$ cat src/inc/adcsq_pkg.sv
// Constants, register map and state types of the conversion sequencer.
package adcsq_pkg;

  // ----------------------------------------------------------------------
  // Geometry
  // ----------------------------------------------------------------------
  localparam int NUM_CH = 8;
  localparam int CH_W = 3;
  localparam int RES_W = 8;
  localparam int ADDR_W = 8;
  localparam int DATA_W = 32;

  // ----------------------------------------------------------------------
  // Register offsets (byte addresses)
  // ----------------------------------------------------------------------
  localparam logic [ADDR_W-1:0] OFS_CONVERSION_MODE_REGISTER = 8'h00;
  localparam logic [ADDR_W-1:0] OFS_CONVERSION_RESULT_REGISTER = 8'h04;
  localparam logic [ADDR_W-1:0] OFS_STATUS = 8'h08;
  localparam logic [ADDR_W-1:0] OFS_MASK = 8'h0C;
  localparam logic [ADDR_W-1:0] OFS_PIN_FUNC = 8'h10;

  // ----------------------------------------------------------------------
  // Field positions
  // ----------------------------------------------------------------------
  localparam int MODE_RUN_BIT = 0;
  localparam int MODE_HW_BIT = 1;
  localparam int MODE_SEL_BIT = 2;
  localparam int MODE_CH_LSB = 4;
  localparam int RES_CH_LSB = 8;
  localparam int STS_DONE_BIT = 0;
  localparam int STS_BUSY_BIT = 8;
  localparam int PIN_CH6_BIT = 0;
  localparam int PIN_CH7_BIT = 1;
  localparam int CH_SHARED_LO = 6;
  localparam int CH_SHARED_HI = 7;

  // ----------------------------------------------------------------------
  // Reset values
  // ----------------------------------------------------------------------
  localparam logic [7:0] MODE_RST = 8'h00;
  localparam logic [1:0] PIN_FUNC_RST = 2'h0;
  localparam logic [RES_W-1:0] RESULT_RST = 8'h00;
  localparam logic [CH_W-1:0] CH_FIRST = 3'h0;

  // ----------------------------------------------------------------------
  // Timing
  // ----------------------------------------------------------------------
  localparam int CLK_FREQ_MHZ = 40;
  localparam int CONV_TIME_NS = 30000;
  localparam int CONV_CYCLES = (CONV_TIME_NS * CLK_FREQ_MHZ) / 1000;
  localparam int SAMPLE_STEPS = 2;
  localparam int STEP_W = 12;

  // ----------------------------------------------------------------------
  // States
  // ----------------------------------------------------------------------
  typedef enum logic [1:0] {CTL_IDLE, CTL_WAIT_TRIG, CTL_CONV} adcsq_ctl_t;
  typedef enum logic [1:0] {SAR_IDLE, SAR_SAMPLE, SAR_CONVERT} adcsq_sar_t;

endpackage

$ cat src/inc/adcsq_core_if.sv
// Signals between the sequencer control and the approximation core.
`timescale 1ns/100ps
interface adcsq_core_if;
  logic start;
  logic abort;
  logic cmp;
  logic busy;
  logic done;
  logic sample;
  logic [adcsq_pkg::RES_W-1:0] dac_code;
  logic [adcsq_pkg::RES_W-1:0] result;

  modport ctrl (output start, output abort, output cmp,
                input busy, input done, input sample, input dac_code, input result);
  modport core (input start, input abort, input cmp,
                output busy, output done, output sample, output dac_code, output result);
endinterface

$ cat src/hw/adcsq_top.sv
// Conversion sequencer: APB registers, start and channel control, pin sharing.
//
// The register offsets and the APB slave port are this design's own decisions.
`timescale 1ns/100ps

module adcsq_top #(
  parameter int CONV_CYCLES = adcsq_pkg::CONV_CYCLES
) (
  input wire logic clk_i,
  input wire logic rst_n_i,
  input wire logic psel_i,
  input wire logic penable_i,
  input wire logic pwrite_i,
  input wire logic [adcsq_pkg::ADDR_W-1:0] paddr_i,
  input wire logic [adcsq_pkg::DATA_W-1:0] pwdata_i,
  output logic [adcsq_pkg::DATA_W-1:0] prdata_o,
  output logic pready_o,
  output logic pslverr_o,
  input wire logic external_trigger_input_i,
  input wire logic comparator_i,
  output logic [adcsq_pkg::CH_W-1:0] channel_select_o,
  output logic [adcsq_pkg::NUM_CH-1:0] analog_channel_inputs_en_o,
  output logic [adcsq_pkg::RES_W-1:0] dac_code_o,
  output logic sample_o,
  output logic conversion_done_request_o,
  output logic irq_o,
  input wire logic wait_pin_i,
  output logic wait_o,
  input wire logic refresh_pulse_i,
  output logic refresh_pulse_output_o,
  output logic refresh_pulse_output_oe_o
);

  adcsq_core_if core_if ();

  logic [1:0] rst_sync_ff;
  logic rst_n;
  logic [2:0] pin_meta_ff;
  logic [2:0] pin_sync_ff;
  logic trig_prev_ff;
  logic trig_edge;
  logic [7:0] mode_ff;
  logic [1:0] pin_func_ff;
  logic [adcsq_pkg::RES_W-1:0] result_ff;
  logic [adcsq_pkg::CH_W-1:0] res_ch_ff;
  logic [adcsq_pkg::CH_W-1:0] chan_ff;
  logic done_sts_ff;
  logic done_mask_ff;
  logic done_req_ff;
  logic start_ff;
  logic abort_ff;
  logic [adcsq_pkg::DATA_W-1:0] prdata_ff;
  adcsq_pkg::adcsq_ctl_t ctl_ff;
  logic run;
  logic hw_mode;
  logic sel_mode;
  logic [adcsq_pkg::CH_W-1:0] sel_ch;
  logic [adcsq_pkg::CH_W-1:0] first_ch;
  logic accept;
  logic hit;
  logic wr_en;
  logic rd_setup;
  logic [adcsq_pkg::DATA_W-1:0] rd_val;

  // ----------------------------------------------------------------------
  // Reset release and pin synchronisers
  // ----------------------------------------------------------------------
  // Release is synchronous so no flop leaves reset a cycle apart from its neighbours.
  always_ff @(posedge clk_i or negedge rst_n_i)
  begin
    if (!rst_n_i)
      rst_sync_ff <= 2'h0;
    else
      rst_sync_ff <= {rst_sync_ff[0], 1'b1};
  end

  assign rst_n = rst_sync_ff[1];

  always_ff @(posedge clk_i or negedge rst_n)
  begin
    if (!rst_n)
    begin
      pin_meta_ff <= 3'h0;
      pin_sync_ff <= 3'h0;
      trig_prev_ff <= 1'b0;
    end
    else
    begin
      pin_meta_ff <= {wait_pin_i, comparator_i, external_trigger_input_i};
      pin_sync_ff <= pin_meta_ff;
      trig_prev_ff <= pin_sync_ff[0];
    end
  end

  // A rising edge of the trigger pin is the hardware start event.
  // The pin is taken to rest low; a pin resting high would fake an edge after reset.
  assign trig_edge = pin_sync_ff[0] && !trig_prev_ff;

  // ----------------------------------------------------------------------
  // APB slave
  // ----------------------------------------------------------------------
  always_comb
  begin
    hit = 1'b1;
    rd_val = '0;
    unique case (paddr_i)
      adcsq_pkg::OFS_CONVERSION_MODE_REGISTER: rd_val[7:0] = mode_ff;
      adcsq_pkg::OFS_CONVERSION_RESULT_REGISTER:
      begin
        rd_val[adcsq_pkg::RES_W-1:0] = result_ff;
        rd_val[adcsq_pkg::RES_CH_LSB +: adcsq_pkg::CH_W] = res_ch_ff;
      end
      adcsq_pkg::OFS_STATUS:
      begin
        rd_val[adcsq_pkg::STS_DONE_BIT] = done_sts_ff;
        rd_val[adcsq_pkg::STS_BUSY_BIT] = core_if.busy;
      end
      adcsq_pkg::OFS_MASK: rd_val[adcsq_pkg::STS_DONE_BIT] = done_mask_ff;
      adcsq_pkg::OFS_PIN_FUNC: rd_val[1:0] = pin_func_ff;
      default: hit = 1'b0;
    endcase
  end

  // Read data is captured in the setup cycle so the access phase needs no wait.
  // Every register answers at once, so pready is tied high and no access waits.
  // A read returns the value seen in its setup cycle, not one changed during access.
  assign rd_setup = psel_i && !penable_i && !pwrite_i;
  assign wr_en = psel_i && penable_i && pwrite_i && hit;
  assign pready_o = 1'b1;
  assign pslverr_o = psel_i && penable_i && !hit;
  assign prdata_o = prdata_ff;

  always_ff @(posedge clk_i or negedge rst_n)
  begin
    if (!rst_n)
      prdata_ff <= '0;
    else if (rd_setup)
      prdata_ff <= rd_val;
  end

  // ----------------------------------------------------------------------
  // Control registers
  // ----------------------------------------------------------------------
  // Start source, scan or select, channel and run/stop live in one register.
  always_ff @(posedge clk_i or negedge rst_n)
  begin
    if (!rst_n)
      mode_ff <= adcsq_pkg::MODE_RST;
    else if (wr_en && paddr_i == adcsq_pkg::OFS_CONVERSION_MODE_REGISTER)
      mode_ff <= pwdata_i[7:0];
  end

  always_ff @(posedge clk_i or negedge rst_n)
  begin
    if (!rst_n)
      pin_func_ff <= adcsq_pkg::PIN_FUNC_RST;
    else if (wr_en && paddr_i == adcsq_pkg::OFS_PIN_FUNC)
      pin_func_ff <= pwdata_i[1:0];
  end

  always_ff @(posedge clk_i or negedge rst_n)
  begin
    if (!rst_n)
      done_mask_ff <= 1'b0;
    else if (wr_en && paddr_i == adcsq_pkg::OFS_MASK)
      done_mask_ff <= pwdata_i[adcsq_pkg::STS_DONE_BIT];
  end

  assign run = mode_ff[adcsq_pkg::MODE_RUN_BIT];
  assign hw_mode = mode_ff[adcsq_pkg::MODE_HW_BIT];
  assign sel_mode = mode_ff[adcsq_pkg::MODE_SEL_BIT];
  assign sel_ch = mode_ff[adcsq_pkg::MODE_CH_LSB +: adcsq_pkg::CH_W];
  assign first_ch = sel_mode ? sel_ch : adcsq_pkg::CH_FIRST;

  // ----------------------------------------------------------------------
  // Sequencer
  // ----------------------------------------------------------------------
  // A trigger edge in mid conversion restarts from the first channel and drops the
  // running result, trading that result for a prompt restart.
  // A done seen while a start is in flight belongs to a dropped conversion.
  assign accept = (ctl_ff == adcsq_pkg::CTL_CONV) && core_if.done && !start_ff && run
    && !(hw_mode && trig_edge);

  always_ff @(posedge clk_i or negedge rst_n)
  begin
    if (!rst_n)
    begin
      ctl_ff <= adcsq_pkg::CTL_IDLE;
      chan_ff <= adcsq_pkg::CH_FIRST;
      start_ff <= 1'b0;
      abort_ff <= 1'b0;
    end
    else
    begin
      start_ff <= 1'b0;
      abort_ff <= 1'b0;
      unique case (ctl_ff)
        adcsq_pkg::CTL_IDLE:
        begin
          if (run && hw_mode)
            ctl_ff <= adcsq_pkg::CTL_WAIT_TRIG;
          else if (run)
          begin
            ctl_ff <= adcsq_pkg::CTL_CONV;
            chan_ff <= first_ch;
            start_ff <= 1'b1;
          end
        end
        adcsq_pkg::CTL_WAIT_TRIG:
        begin
          if (!run || !hw_mode)
            ctl_ff <= adcsq_pkg::CTL_IDLE;
          else if (trig_edge)
          begin
            ctl_ff <= adcsq_pkg::CTL_CONV;
            chan_ff <= first_ch;
            start_ff <= 1'b1;
          end
        end
        adcsq_pkg::CTL_CONV:
        begin
          if (!run)
          begin
            ctl_ff <= adcsq_pkg::CTL_IDLE;
            abort_ff <= 1'b1;
          end
          else if (hw_mode && trig_edge)
          begin
            chan_ff <= first_ch;
            start_ff <= 1'b1;
          end
          else if (accept)
          begin
            // Select holds its channel, scan steps up and wraps by overflow.
            chan_ff <= sel_mode ? sel_ch : chan_ff + 1'b1;
            start_ff <= 1'b1;
          end
        end
        // The unused fourth code of the state register falls back to idle.
        default: ctl_ff <= adcsq_pkg::CTL_IDLE;
      endcase
    end
  end

  assign core_if.start = start_ff;
  assign core_if.abort = abort_ff;
  assign core_if.cmp = pin_sync_ff[1];

  adcsq_sar #(
    .CONV_CYCLES(CONV_CYCLES)
  ) u_sar (
    .clk_i(clk_i),
    .rst_n_i(rst_n),
    .bus(core_if)
  );

  // ----------------------------------------------------------------------
  // Result, done request and interrupt
  // ----------------------------------------------------------------------
  always_ff @(posedge clk_i or negedge rst_n)
  begin
    if (!rst_n)
    begin
      result_ff <= adcsq_pkg::RESULT_RST;
      res_ch_ff <= adcsq_pkg::CH_FIRST;
    end
    else if (accept)
    begin
      result_ff <= core_if.result;
      res_ch_ff <= chan_ff;
    end
  end

  // The pulse doubles as a transfer request, one per stored result except in software-started select mode.
  always_ff @(posedge clk_i or negedge rst_n)
  begin
    if (!rst_n)
      done_req_ff <= 1'b0;
    else
      done_req_ff <= accept && !(sel_mode && !hw_mode);
  end

  // A new request in the clearing cycle keeps the flag set.
  always_ff @(posedge clk_i or negedge rst_n)
  begin
    if (!rst_n)
      done_sts_ff <= 1'b0;
    else if (done_req_ff)
      done_sts_ff <= 1'b1;
    else if (wr_en && paddr_i == adcsq_pkg::OFS_STATUS && pwdata_i[adcsq_pkg::STS_DONE_BIT])
      done_sts_ff <= 1'b0;
  end

  assign conversion_done_request_o = done_req_ff;
  assign irq_o = done_sts_ff && done_mask_ff;

  // ----------------------------------------------------------------------
  // Analog routing and shared pins
  // ----------------------------------------------------------------------
  // Only one channel reaches the core; shared pins join only in analog use.
  assign channel_select_o = chan_ff;
  assign dac_code_o = core_if.dac_code;
  assign sample_o = core_if.sample;

  // Converting channel six or seven while its pin keeps the digital role still runs
  // the core, but the switch stays open and that result carries no meaning.
  genvar g;
  generate
    for (g = 0; g < adcsq_pkg::NUM_CH; g++)
    begin : g_ch_en
      if (g == adcsq_pkg::CH_SHARED_LO)
      begin : g_lo
        assign analog_channel_inputs_en_o[g] = pin_func_ff[adcsq_pkg::PIN_CH6_BIT] &&
          (chan_ff == adcsq_pkg::CH_W'(g));
      end
      else if (g == adcsq_pkg::CH_SHARED_HI)
      begin : g_hi
        assign analog_channel_inputs_en_o[g] = pin_func_ff[adcsq_pkg::PIN_CH7_BIT] &&
          (chan_ff == adcsq_pkg::CH_W'(g));
      end
      else
      begin : g_plain
        assign analog_channel_inputs_en_o[g] = (chan_ff == adcsq_pkg::CH_W'(g));
      end
    end
  endgenerate

  // A pin in analog use drops its digital role entirely.
  assign wait_o = pin_sync_ff[2] && !pin_func_ff[adcsq_pkg::PIN_CH6_BIT];
  assign refresh_pulse_output_oe_o = !pin_func_ff[adcsq_pkg::PIN_CH7_BIT];
  assign refresh_pulse_output_o = refresh_pulse_i && !pin_func_ff[adcsq_pkg::PIN_CH7_BIT];

endmodule // adcsq_top

$ cat src/hw/adcsq_sar.sv
// Successive approximation core: sample phase, then one trial per result bit.
`timescale 1ns/100ps
module adcsq_sar #(
  parameter int CONV_CYCLES = adcsq_pkg::CONV_CYCLES
) (
  input wire logic clk_i,
  input wire logic rst_n_i,
  adcsq_core_if.core bus
);

  localparam int STEPS = adcsq_pkg::RES_W + adcsq_pkg::SAMPLE_STEPS;
  localparam logic [adcsq_pkg::STEP_W-1:0] STEP_LAST =
    adcsq_pkg::STEP_W'(CONV_CYCLES / STEPS - 1);
  localparam logic [3:0] SAMPLE_LAST = 4'(adcsq_pkg::SAMPLE_STEPS - 1);
  localparam logic [3:0] BIT_MSB = 4'(adcsq_pkg::RES_W - 1);
  localparam logic [adcsq_pkg::RES_W-1:0] TRIAL_FIRST =
    {1'b1, {(adcsq_pkg::RES_W - 1){1'b0}}};

  adcsq_pkg::adcsq_sar_t state_ff;
  logic [adcsq_pkg::STEP_W-1:0] div_ff;
  logic [3:0] idx_ff;
  logic [adcsq_pkg::RES_W-1:0] code_ff;
  logic [adcsq_pkg::RES_W-1:0] result_ff;
  logic done_ff;
  logic tick;

  // ----------------------------------------------------------------------
  // Step divider
  // ----------------------------------------------------------------------
  assign tick = (div_ff == STEP_LAST);

  always_ff @(posedge clk_i or negedge rst_n_i)
  begin
    if (!rst_n_i)
      div_ff <= '0;
    else if (bus.start || tick || state_ff == adcsq_pkg::SAR_IDLE)
      div_ff <= '0;
    else
      div_ff <= div_ff + 1'b1;
  end

  // ----------------------------------------------------------------------
  // Approximation sequence
  // ----------------------------------------------------------------------
  // A start always wins, so a restart needs no separate abort.
  always_ff @(posedge clk_i or negedge rst_n_i)
  begin
    if (!rst_n_i)
    begin
      state_ff <= adcsq_pkg::SAR_IDLE;
      idx_ff <= '0;
      code_ff <= '0;
      result_ff <= adcsq_pkg::RESULT_RST;
      done_ff <= 1'b0;
    end
    else
    begin
      done_ff <= 1'b0;
      if (bus.start)
      begin
        state_ff <= adcsq_pkg::SAR_SAMPLE;
        idx_ff <= '0;
        code_ff <= '0;
      end
      else if (bus.abort)
        state_ff <= adcsq_pkg::SAR_IDLE;
      else if (tick)
      begin
        unique case (state_ff)
          adcsq_pkg::SAR_IDLE: ;
          adcsq_pkg::SAR_SAMPLE:
          begin
            if (idx_ff == SAMPLE_LAST)
            begin
              state_ff <= adcsq_pkg::SAR_CONVERT;
              idx_ff <= BIT_MSB;
              code_ff <= TRIAL_FIRST;
            end
            else
              idx_ff <= idx_ff + 1'b1;
          end
          adcsq_pkg::SAR_CONVERT:
          begin
            // Trial bit stays when the input is at or above the trial level.
            code_ff[idx_ff[2:0]] <= bus.cmp;
            if (idx_ff == 4'h0)
            begin
              result_ff <= {code_ff[adcsq_pkg::RES_W-1:1], bus.cmp};
              done_ff <= 1'b1;
              state_ff <= adcsq_pkg::SAR_IDLE;
            end
            else
            begin
              code_ff[idx_ff[2:0] - 3'h1] <= 1'b1;
              idx_ff <= idx_ff - 1'b1;
            end
          end
        endcase
      end
    end
  end

  assign bus.busy = (state_ff != adcsq_pkg::SAR_IDLE);
  assign bus.sample = (state_ff == adcsq_pkg::SAR_SAMPLE);
  assign bus.dac_code = code_ff;
  assign bus.result = result_ff;
  assign bus.done = done_ff;

endmodule // adcsq_sar

$ cat config.mk
export PLATFORM = sky130hd
export DESIGN_NAME = adcsq_top
export DESIGN_NICKNAME = d
export VERILOG_FILES = /design/src/inc/adcsq_pkg.sv /design/src/inc/adcsq_core_if.sv /design/src/hw/adcsq_top.sv /design/src/hw/adcsq_sar.sv
export SDC_FILE = /design/constraint.sdc
export NUM_CORES = 1
export LEC_CHECK = 0
export ABC_AREA = 1
export BUFFER_PORTS_ARGS = -buffer_cell sky130_fd_sc_hd__buf_2
export CORE_ASPECT_RATIO = 0.8
export CORE_UTILIZATION = 45
export DETAILED_ROUTE_END_ITERATION = 16
export GPL_TIMING_DRIVEN = 0
export PLACE_DENSITY_LB_ADDON = 0.1
export SLEW_MARGIN = 20
export SYNTH_ARGS = -nofsm -noshare
export SYNTH_HDL_FRONTEND = slang
export SYNTH_SLANG_ARGS = --single-unit
$ cat constraint.sdc
create_clock -name clk_i -period 2.4 [get_ports clk_i]
set_clock_uncertainty 0.1 [all_clocks]
set_input_delay 0.24 -clock clk_i [delete_from_list [all_inputs] [get_ports clk_i]]
set_output_delay 0.24 -clock clk_i [all_outputs]
set_load 0.05 [all_outputs]
==> results.json, run 1 <==
{
  "crit_path_start_kind": "register",
  "finalWirelength_um": 9530,
  "outcome": "completed",
  "antenna-diode-count": 0,
  "post_synth.cell_area_avg_um2": 8.51,
  "ys.flop_type": "dfrtp_1",
  "endpoint_kind": "register",
  "antenna_found_initial": 0,
  "post-dp-hpwl_um": 7080,
  "post_cts_sizing_count": 0,
  "vias": 3718,
  "cp.arrival_ps": 2100,
  "grt_pass1_vias": 3476,
  "report.final.slew_viol_count": 0,
  "power_mw": 3.26,
  "top_cell_type_s_share_of_synthesized_area_pct": 46.4,
  "design.core.area_um2": 9810,
  "worst_path_largest_cell_delay_ps": 370,
  "grt_usage_pct": 19.3,
  "source_to_sink_clock_delay_at_the_later_pin_of_the_worst_skew_pair_ps": 340,
  "buffer_ports.inserted": 61,
  "grt_first_pass_wirelength_um": 15900,
  "synth_cells": 545,
  "power-per-cell-area_nw_per_um2": 586,
  "globalRoute.totalOverflow": 0,
  "worst_ir_drop_vdd_v": 0.000316,
  "post_drt_via_cell_ratio": 4.74,
  "synthArstFlopShare_pct": 100,
  "wl_per_cell_um": 12.2,
  "grt_setup_unrepaired": "false",
  "post_synth_main_area_contributors": "dfrtp_1, nand2_1, inv_1, ha_1, buf_4",
  "start_util_pct": 47.3,
  "number_of_flip_flops_and_latches_in_the_synthesized_netlist": 86,
  "timing.final.crit_share_pct": 80.7,
  "nFillCells": 886,
  "crit_fanout": 8,
  "layout-drive-gt1-share_pct": 24.2,
  "path_delay_family": "flip-flops",
  "proportion_of_synthesized_chip_area_in_sequential_cells_pct": 46.4,
  "drt.antenna.violating_nets": 0,
  "cts_post_setup_buffers_inserted": 0,
  "area_growth_syn_to_fin_pct": 19.8,
  "clkTransAtPathRegs_ps": 60,
  "cts_tree": "done",
  "worstHoldPathType": "in -> reg",
  "cts-buffers-inserted": 9,
  "synth_warnings": 0,
  "layout.nets": 706,
  "cpMaxStageDelayCell": "dfrtp_1",
  "fmax_ghz": 0.516,
  "die-area_um2": 10700,
  "synth_edf_count": 0,
  "most_numerous_cell_on_the_critical_path": "nand2_1",
  "drt_drc_violations_left": 0,
  "fin_setup_tns_ps": 0,
  "timing.setup.critical_path_class": "reg -> reg",
  "floorplan.die.width_um": 116,
  "yosys.cell_count.top_type": "nand2_1",
  "finalWorstPathRequiredPeriod_ps": 1940,
  "maxCapViolCount": 0,
  "crit_chain": "buf_2, inv_2, ha_1, xnor2_1, nand2_1, o21ai_0, nand2_1, o21ai_1",
  "worst_slew_margin_rel_pct": 56.0,
  "io_pins": 108,
  "pin_count_of_the_biggest_net_entering_global_routing": 52,
  "cts_max_level": 3,
  "synthDominantAreaCellType": "dfrtp_1",
  "dr.pass1.iters": 4,
  "max_slew.worst_pin.slew_ps": 660,
  "1st_iter_drt_viols": 200,
  "leak_pwr_nw": 2.90,
  "syn-cell-area_um2": 4640,
  "hold_violations": 0,
  "clockRootBuffer": "clkbuf_16",
  "synth_cell_type_count": 41,
  "critPathRequiredTime_ps": 2560,
  "clock-sinks": 86,
  "timing.critical_path.buf_inv": 2,
  "core.rowCount": 32,
  "die_height_um": 92.8,
  "clockBufferDepth": 2,
  "final_number_of_setup_violating_endpoints": 0,
  "finalWeightedCongestion": 0.845,
  "synth_commonest_cells": "nand2_1, dfrtp_1, inv_1, nor2_1, o21ai_0"
}
==> worst paths after layout <==
check | from | end | slack [ps] | cells past startpoint
worst max-delay path | u_sar.idx_ff[0]$_DFFE_PN0P_ | u_sar.bus.dac_code[0]$_DFFE_PN0P_ | 460 | 8
worst min-delay path | pwdata_i[3] | mode_ff[3]$_DFFE_PN0P_ | 40 | 3
worst max register to register | u_sar.idx_ff[0]$_DFFE_PN0P_ | u_sar.bus.dac_code[0]$_DFFE_PN0P_ | 460 | 8
worst min register to register | pin_meta_ff[0]$_DFF_PN0_ | pin_sync_ff[0]$_DFF_PN0_ | 250 | 0
max in group asynchronous | rst_sync_ff[1]$_DFF_PN0_ | pin_sync_ff[1]$_DFF_PN0_ | 1320 | 1
min in group asynchronous | rst_n_i | rst_sync_ff[0]$_DFF_PN0_ | 110 | 2
==> stage by stage <==
step                hold WS [ps]  instance area, µm²  setup WS (ps)  std cells  util [%]
finish                      40.3                5560            463        784      56.7
global route                37.8                5560            282        784      56.7
CTS                         31.2                5560            468        784      56.7
detailed placement         -67.2                5220            517        764      53.2
global placement           -72.7                5190            308        763      53.0
floorplan                   -156                4720            438        566         -
==> layout make-up <==
cell class	count	area, µm²	area share [%]
Buffer	34	258	4.64
Timing Repair Buffer	66	365	6.57
Clock buffer	13	260	4.68
Sequential cell	86	2160	38.8
Tap cell	136	170	3.06
Inverter	69	259	4.66
Clock inverter	3	42.5	0.765
Multi-Input combinational cell	377	2050	36.9
==> placed cells by master, fill, tap and decap left out, types with 9 or more instances in the layout <==
master and instances:
nor2_1 41, nand2_1 130, o21ai_0 32, ha_1 14, clkbuf_16 9, buf_2 66
dfrtp_1 85, o21ai_2 13, nor3_1 12, o21ai_1 9, nand3_1 22, buf_4 23
conb_1 23, a21oi_1 18, inv_1 65
==> sequential cells by signal (all words and copies together) (netlist names), 2 cells and up <==
name	count
rst_sync_ff	2
u_sar.bus.result	8
res_ch_ff	3
pin_func_ff	2
pin_meta_ff	3
u_sar.idx_ff	4
pin_sync_ff	3
ctl_ff	2
result_ff	8
prdata_o	11
u_sar.bus.dac_code	8
u_sar.div_ff	12
channel_select_o	3
u_sar.state_ff	2
mode_ff	8
==> layer usage <==
layer / wire length (µm) / global-route usage (%) / part of all wire [%] / up-vias
li1: - / - / - / 1895
met1: 4700 / 25.9 / 49 / 1753
met2: 4390 / 30.4 / 46 / 65
met3: 363 / 5.69 / 3.8 / 5
met4: 79 / 4.55 / 0.83 / 0
met5: 0 / 0 / 0 / -
==> repair_timing <==
item,in CTS,in global routing
endpoints found under the hold margin,5,0
hold buffers,4,0
endpoints found under the setup margin,0,0
==> cell families after synthesis <==
group	after synthesis	synth area share (%)
xor gates and xnor gates	9	1.70
adders and majority gates	14	3.78
other	2	0.162
AOI/OAI and AO/OA	86	11.3
buffers and inverters	103	11.1
DFF	86	46.4
muxes	8	2.18
and+or+nand+nor	237	23.4
==> worst reg2reg max path, delay by kind of cell (launching register included) <==
family          cells  cell delay (ps)
compound gates      2              330
fa+ha+maj           1              240
xor+xnor            1              280
flops               1              370
simple gates        2              190
buf+inv             2              330
==> power by group <==
group | total (mW) | switching [mW] | leakage [nW] | internal, mW
clock network | 1.40 | 0.542 | 0.146 | 0.862
registers | 1.52 | 0.0358 | 1.14 | 1.48
logic | 0.335 | 0.240 | 1.61 | 0.0958
Note: power is estimated with default switching activity, not from simulation.
==> inputs of run 2 (changes only) <==
Clock period 2.4 ns to 1.6 ns, I/O delays scaled along.
==> results.json, run 2 (synthesis gave the netlist of run 1 again) <==
{
  "post-dp-hpwl_um": 7110,
  "drt_drc_violations_left": 0,
  "crit_path_start_kind": "register",
  "clkTransAtPathRegs_ps": 60,
  "die_height_um": 92.8,
  "buffer_ports.inserted": 61,
  "multi_input_comb_area_um2": 2400,
  "hold_violations": 0,
  "grt_setup_unrepaired": "true",
  "io_pins": 108,
  "source_to_sink_clock_delay_at_the_later_pin_of_the_worst_skew_pair_ps": 340,
  "total_switching_power_mw": 1.24,
  "worst_slew_margin_rel_pct": 55.3,
  "place_inst": 764,
  "layout-drive-gt1-share_pct": 36.7,
  "vias": 3956,
  "cts_tree": "done",
  "p_int_mw": 3.80,
  "pin_count_of_the_biggest_net_entering_global_routing": 52,
  "area_growth_syn_to_fin_pct": 37.3,
  "die-area_um2": 10700,
  "design.core.area_um2": 9810,
  "drt.antenna.violating_nets": 0,
  "timing.final.crit_share_pct": 102,
  "violations": "negative setup slack",
  "pre_cts_ws_ps": -197,
  "grt_first_pass_wirelength_um": 17200,
  "share_comb_of_total_power_pct": 10.5,
  "finalWeightedCongestion": 0.847,
  "1st_iter_drt_viols": 184,
  "clock_power_share_pct": 44.3,
  "max_ffs_per_register": 12,
  "floorplan.die.width_um": 116,
  "core.rowCount": 32,
  "wl_per_cell_um": 13.2,
  "timing.setup.critical_path_class": "reg -> out",
  "start_util_pct": 47.3,
  "antenna-diode-count": 0,
  "whs_ps": 20.7,
  "power-per-cell-area_nw_per_um2": 792,
  "cts_max_level": 3,
  "outcome": "finished with violations",
  "report.final.slew_viol_count": 0,
  "postLayoutSetupSlackWorst_ps": -26.8,
  "part_of_the_power_in_registers_pct": 45.2,
  "globalRoute.totalOverflow": 0,
  "fmax_ghz": 0.615,
  "most-common-layout-cells": "nand2_1, dfrtp_1, buf_2",
  "clock-sinks": 86,
  "leak_pwr_nw": 3.15,
  "final_common_cell": "nand2_1",
  "switching_share_pct": 24.7,
  "nFillCells": 798,
  "ff_latch_area_um2": 2160,
  "antenna_found_initial": 0,
  "crit_fanout": 4,
  "clockRootBuffer": "clkbuf_16",
  "worstHoldPathType": "in -> reg",
  "registers.top_by_ff_count": "u_sar.div_ff",
  "layout.nets": 740,
  "endpoint_kind": "primary output",
  "maxCapViolCount": 0,
  "layout.cells.non_filler": 818,
  "clockBufferDepth": 2,
  "finalWirelength_um": 10800,
  "dr.pass1.iters": 5,
  "power_mw": 5.04,
  "cp.arrival_ps": 1370,
  "final_number_of_setup_violating_endpoints": 5,
  "finalWorstPathRequiredPeriod_ps": 1630,
  "critPathRequiredTime_ps": 1340,
  "cts-buffers-inserted": 9,
  "post_drt_via_cell_ratio": 4.84,
  "grt_usage_pct": 20.7,
  "grt_pass1_vias": 3696,
  "max_slew.worst_pin.slew_ps": 670,
  "postLayoutCoreUtil_pct": 64.9,
  "worst_ir_drop_vdd_v": 0.000680
}
==> run 2: cell types whose count changed in the layout (fill, tap and decap cells not counted), sizes merged <==
cell / before / now
buf: 95 / 120
dlygate4sd3: 4 / 11
clkbuf: 14 / 16
bufinv: 1 / 2
inv: 69 / 68
==> run 2: power groups by stage <==
stage	logic, mW	registers (mW)	clock network (mW)
2_1_floorplan	0.265	2.43	0
3_3_place_gp	0.471	2.33	0
3_5_place_dp	0.497	2.32	0
4_1_cts	0.526	2.28	2.28
5_1_grt	0.569	2.29	2.38
6_report	0.530	2.28	2.23
==> run 2: area by class of cell <==
class | instances | share of cell area (%)
Multi-Input combinational cell | 377 | 37.6
Sequential cell | 86 | 34.0
Inverter | 69 | 4.30
Clock inverter | 3 | 1.06
Clock buffer | 13 | 3.93
Tap cell | 136 | 2.67
Buffer | 34 | 4.46
Timing Repair Buffer | 100 | 12.0
==> run 2: final timing paths <==
check / slack, ps / to / depth (start not counted) / from
min in group asynchronous: 40 / rst_sync_ff[1]$_DFF_PN0_ / 2 / rst_n_i
min: 20 / mode_ff[0]$_DFFE_PN0P_ / 3 / pwdata_i[0]
min reg2reg: 250 / pin_sync_ff[1]$_DFF_PN0_ / 0 / pin_meta_ff[1]$_DFF_PN0_
max reg2reg: 10 / u_sar.bus.dac_code[1]$_DFFE_PN0P_ / 8 / u_sar.idx_ff[0]$_DFFE_PN0P_
max: -30 / analog_channel_inputs_en_o[7] / 5 / channel_select_o[0]$_DFFE_PN0P_
max in group asynchronous: 500 / u_sar.div_ff[7]$_DFF_PN0_ / 1 / rst_sync_ff[1]$_DFF_PN0_
==> run 2: through the flow <==
step / setup TNS (ps) / area, µm²
final: -54.9 / 6370
after global routing: -1060 / 6370
after CTS: -100 / 6030
after detailed placement: -2520 / 5280
after global placement: -42880 / 5260
after floorplan: -174 / 4780
==> run 2: routing by layer <==
| metal | GRT usage, % | vias up | wire length, µm |
|---|---|---|---|
| li1 | - | 1976 | - |
| met5 | 0 | - | 0 |
| met4 | 4.11 | 0 | 161 |
| met2 | 34.1 | 94 | 5280 |
| met3 | 5.76 | 21 | 460 |
| met1 | 27.2 | 1865 | 4910 |
==> run 2: what timing repair did <==
action,4_1_cts,5_1_grt
cloned,1,1
pin swaps,5,18
resized for setup,52,72
hold buffers,11,0
setup endpoints to repair,35,45
buffers inserted,15,10
hold endpoints to repair,12,0
==> run 2: critical path, stage by stage (launching register included) <==
cell and delay (ps):
dfrtp_2 450, ha_4 190, ha_4 150, nand2_2 60
inv_2 30, buf_6 140
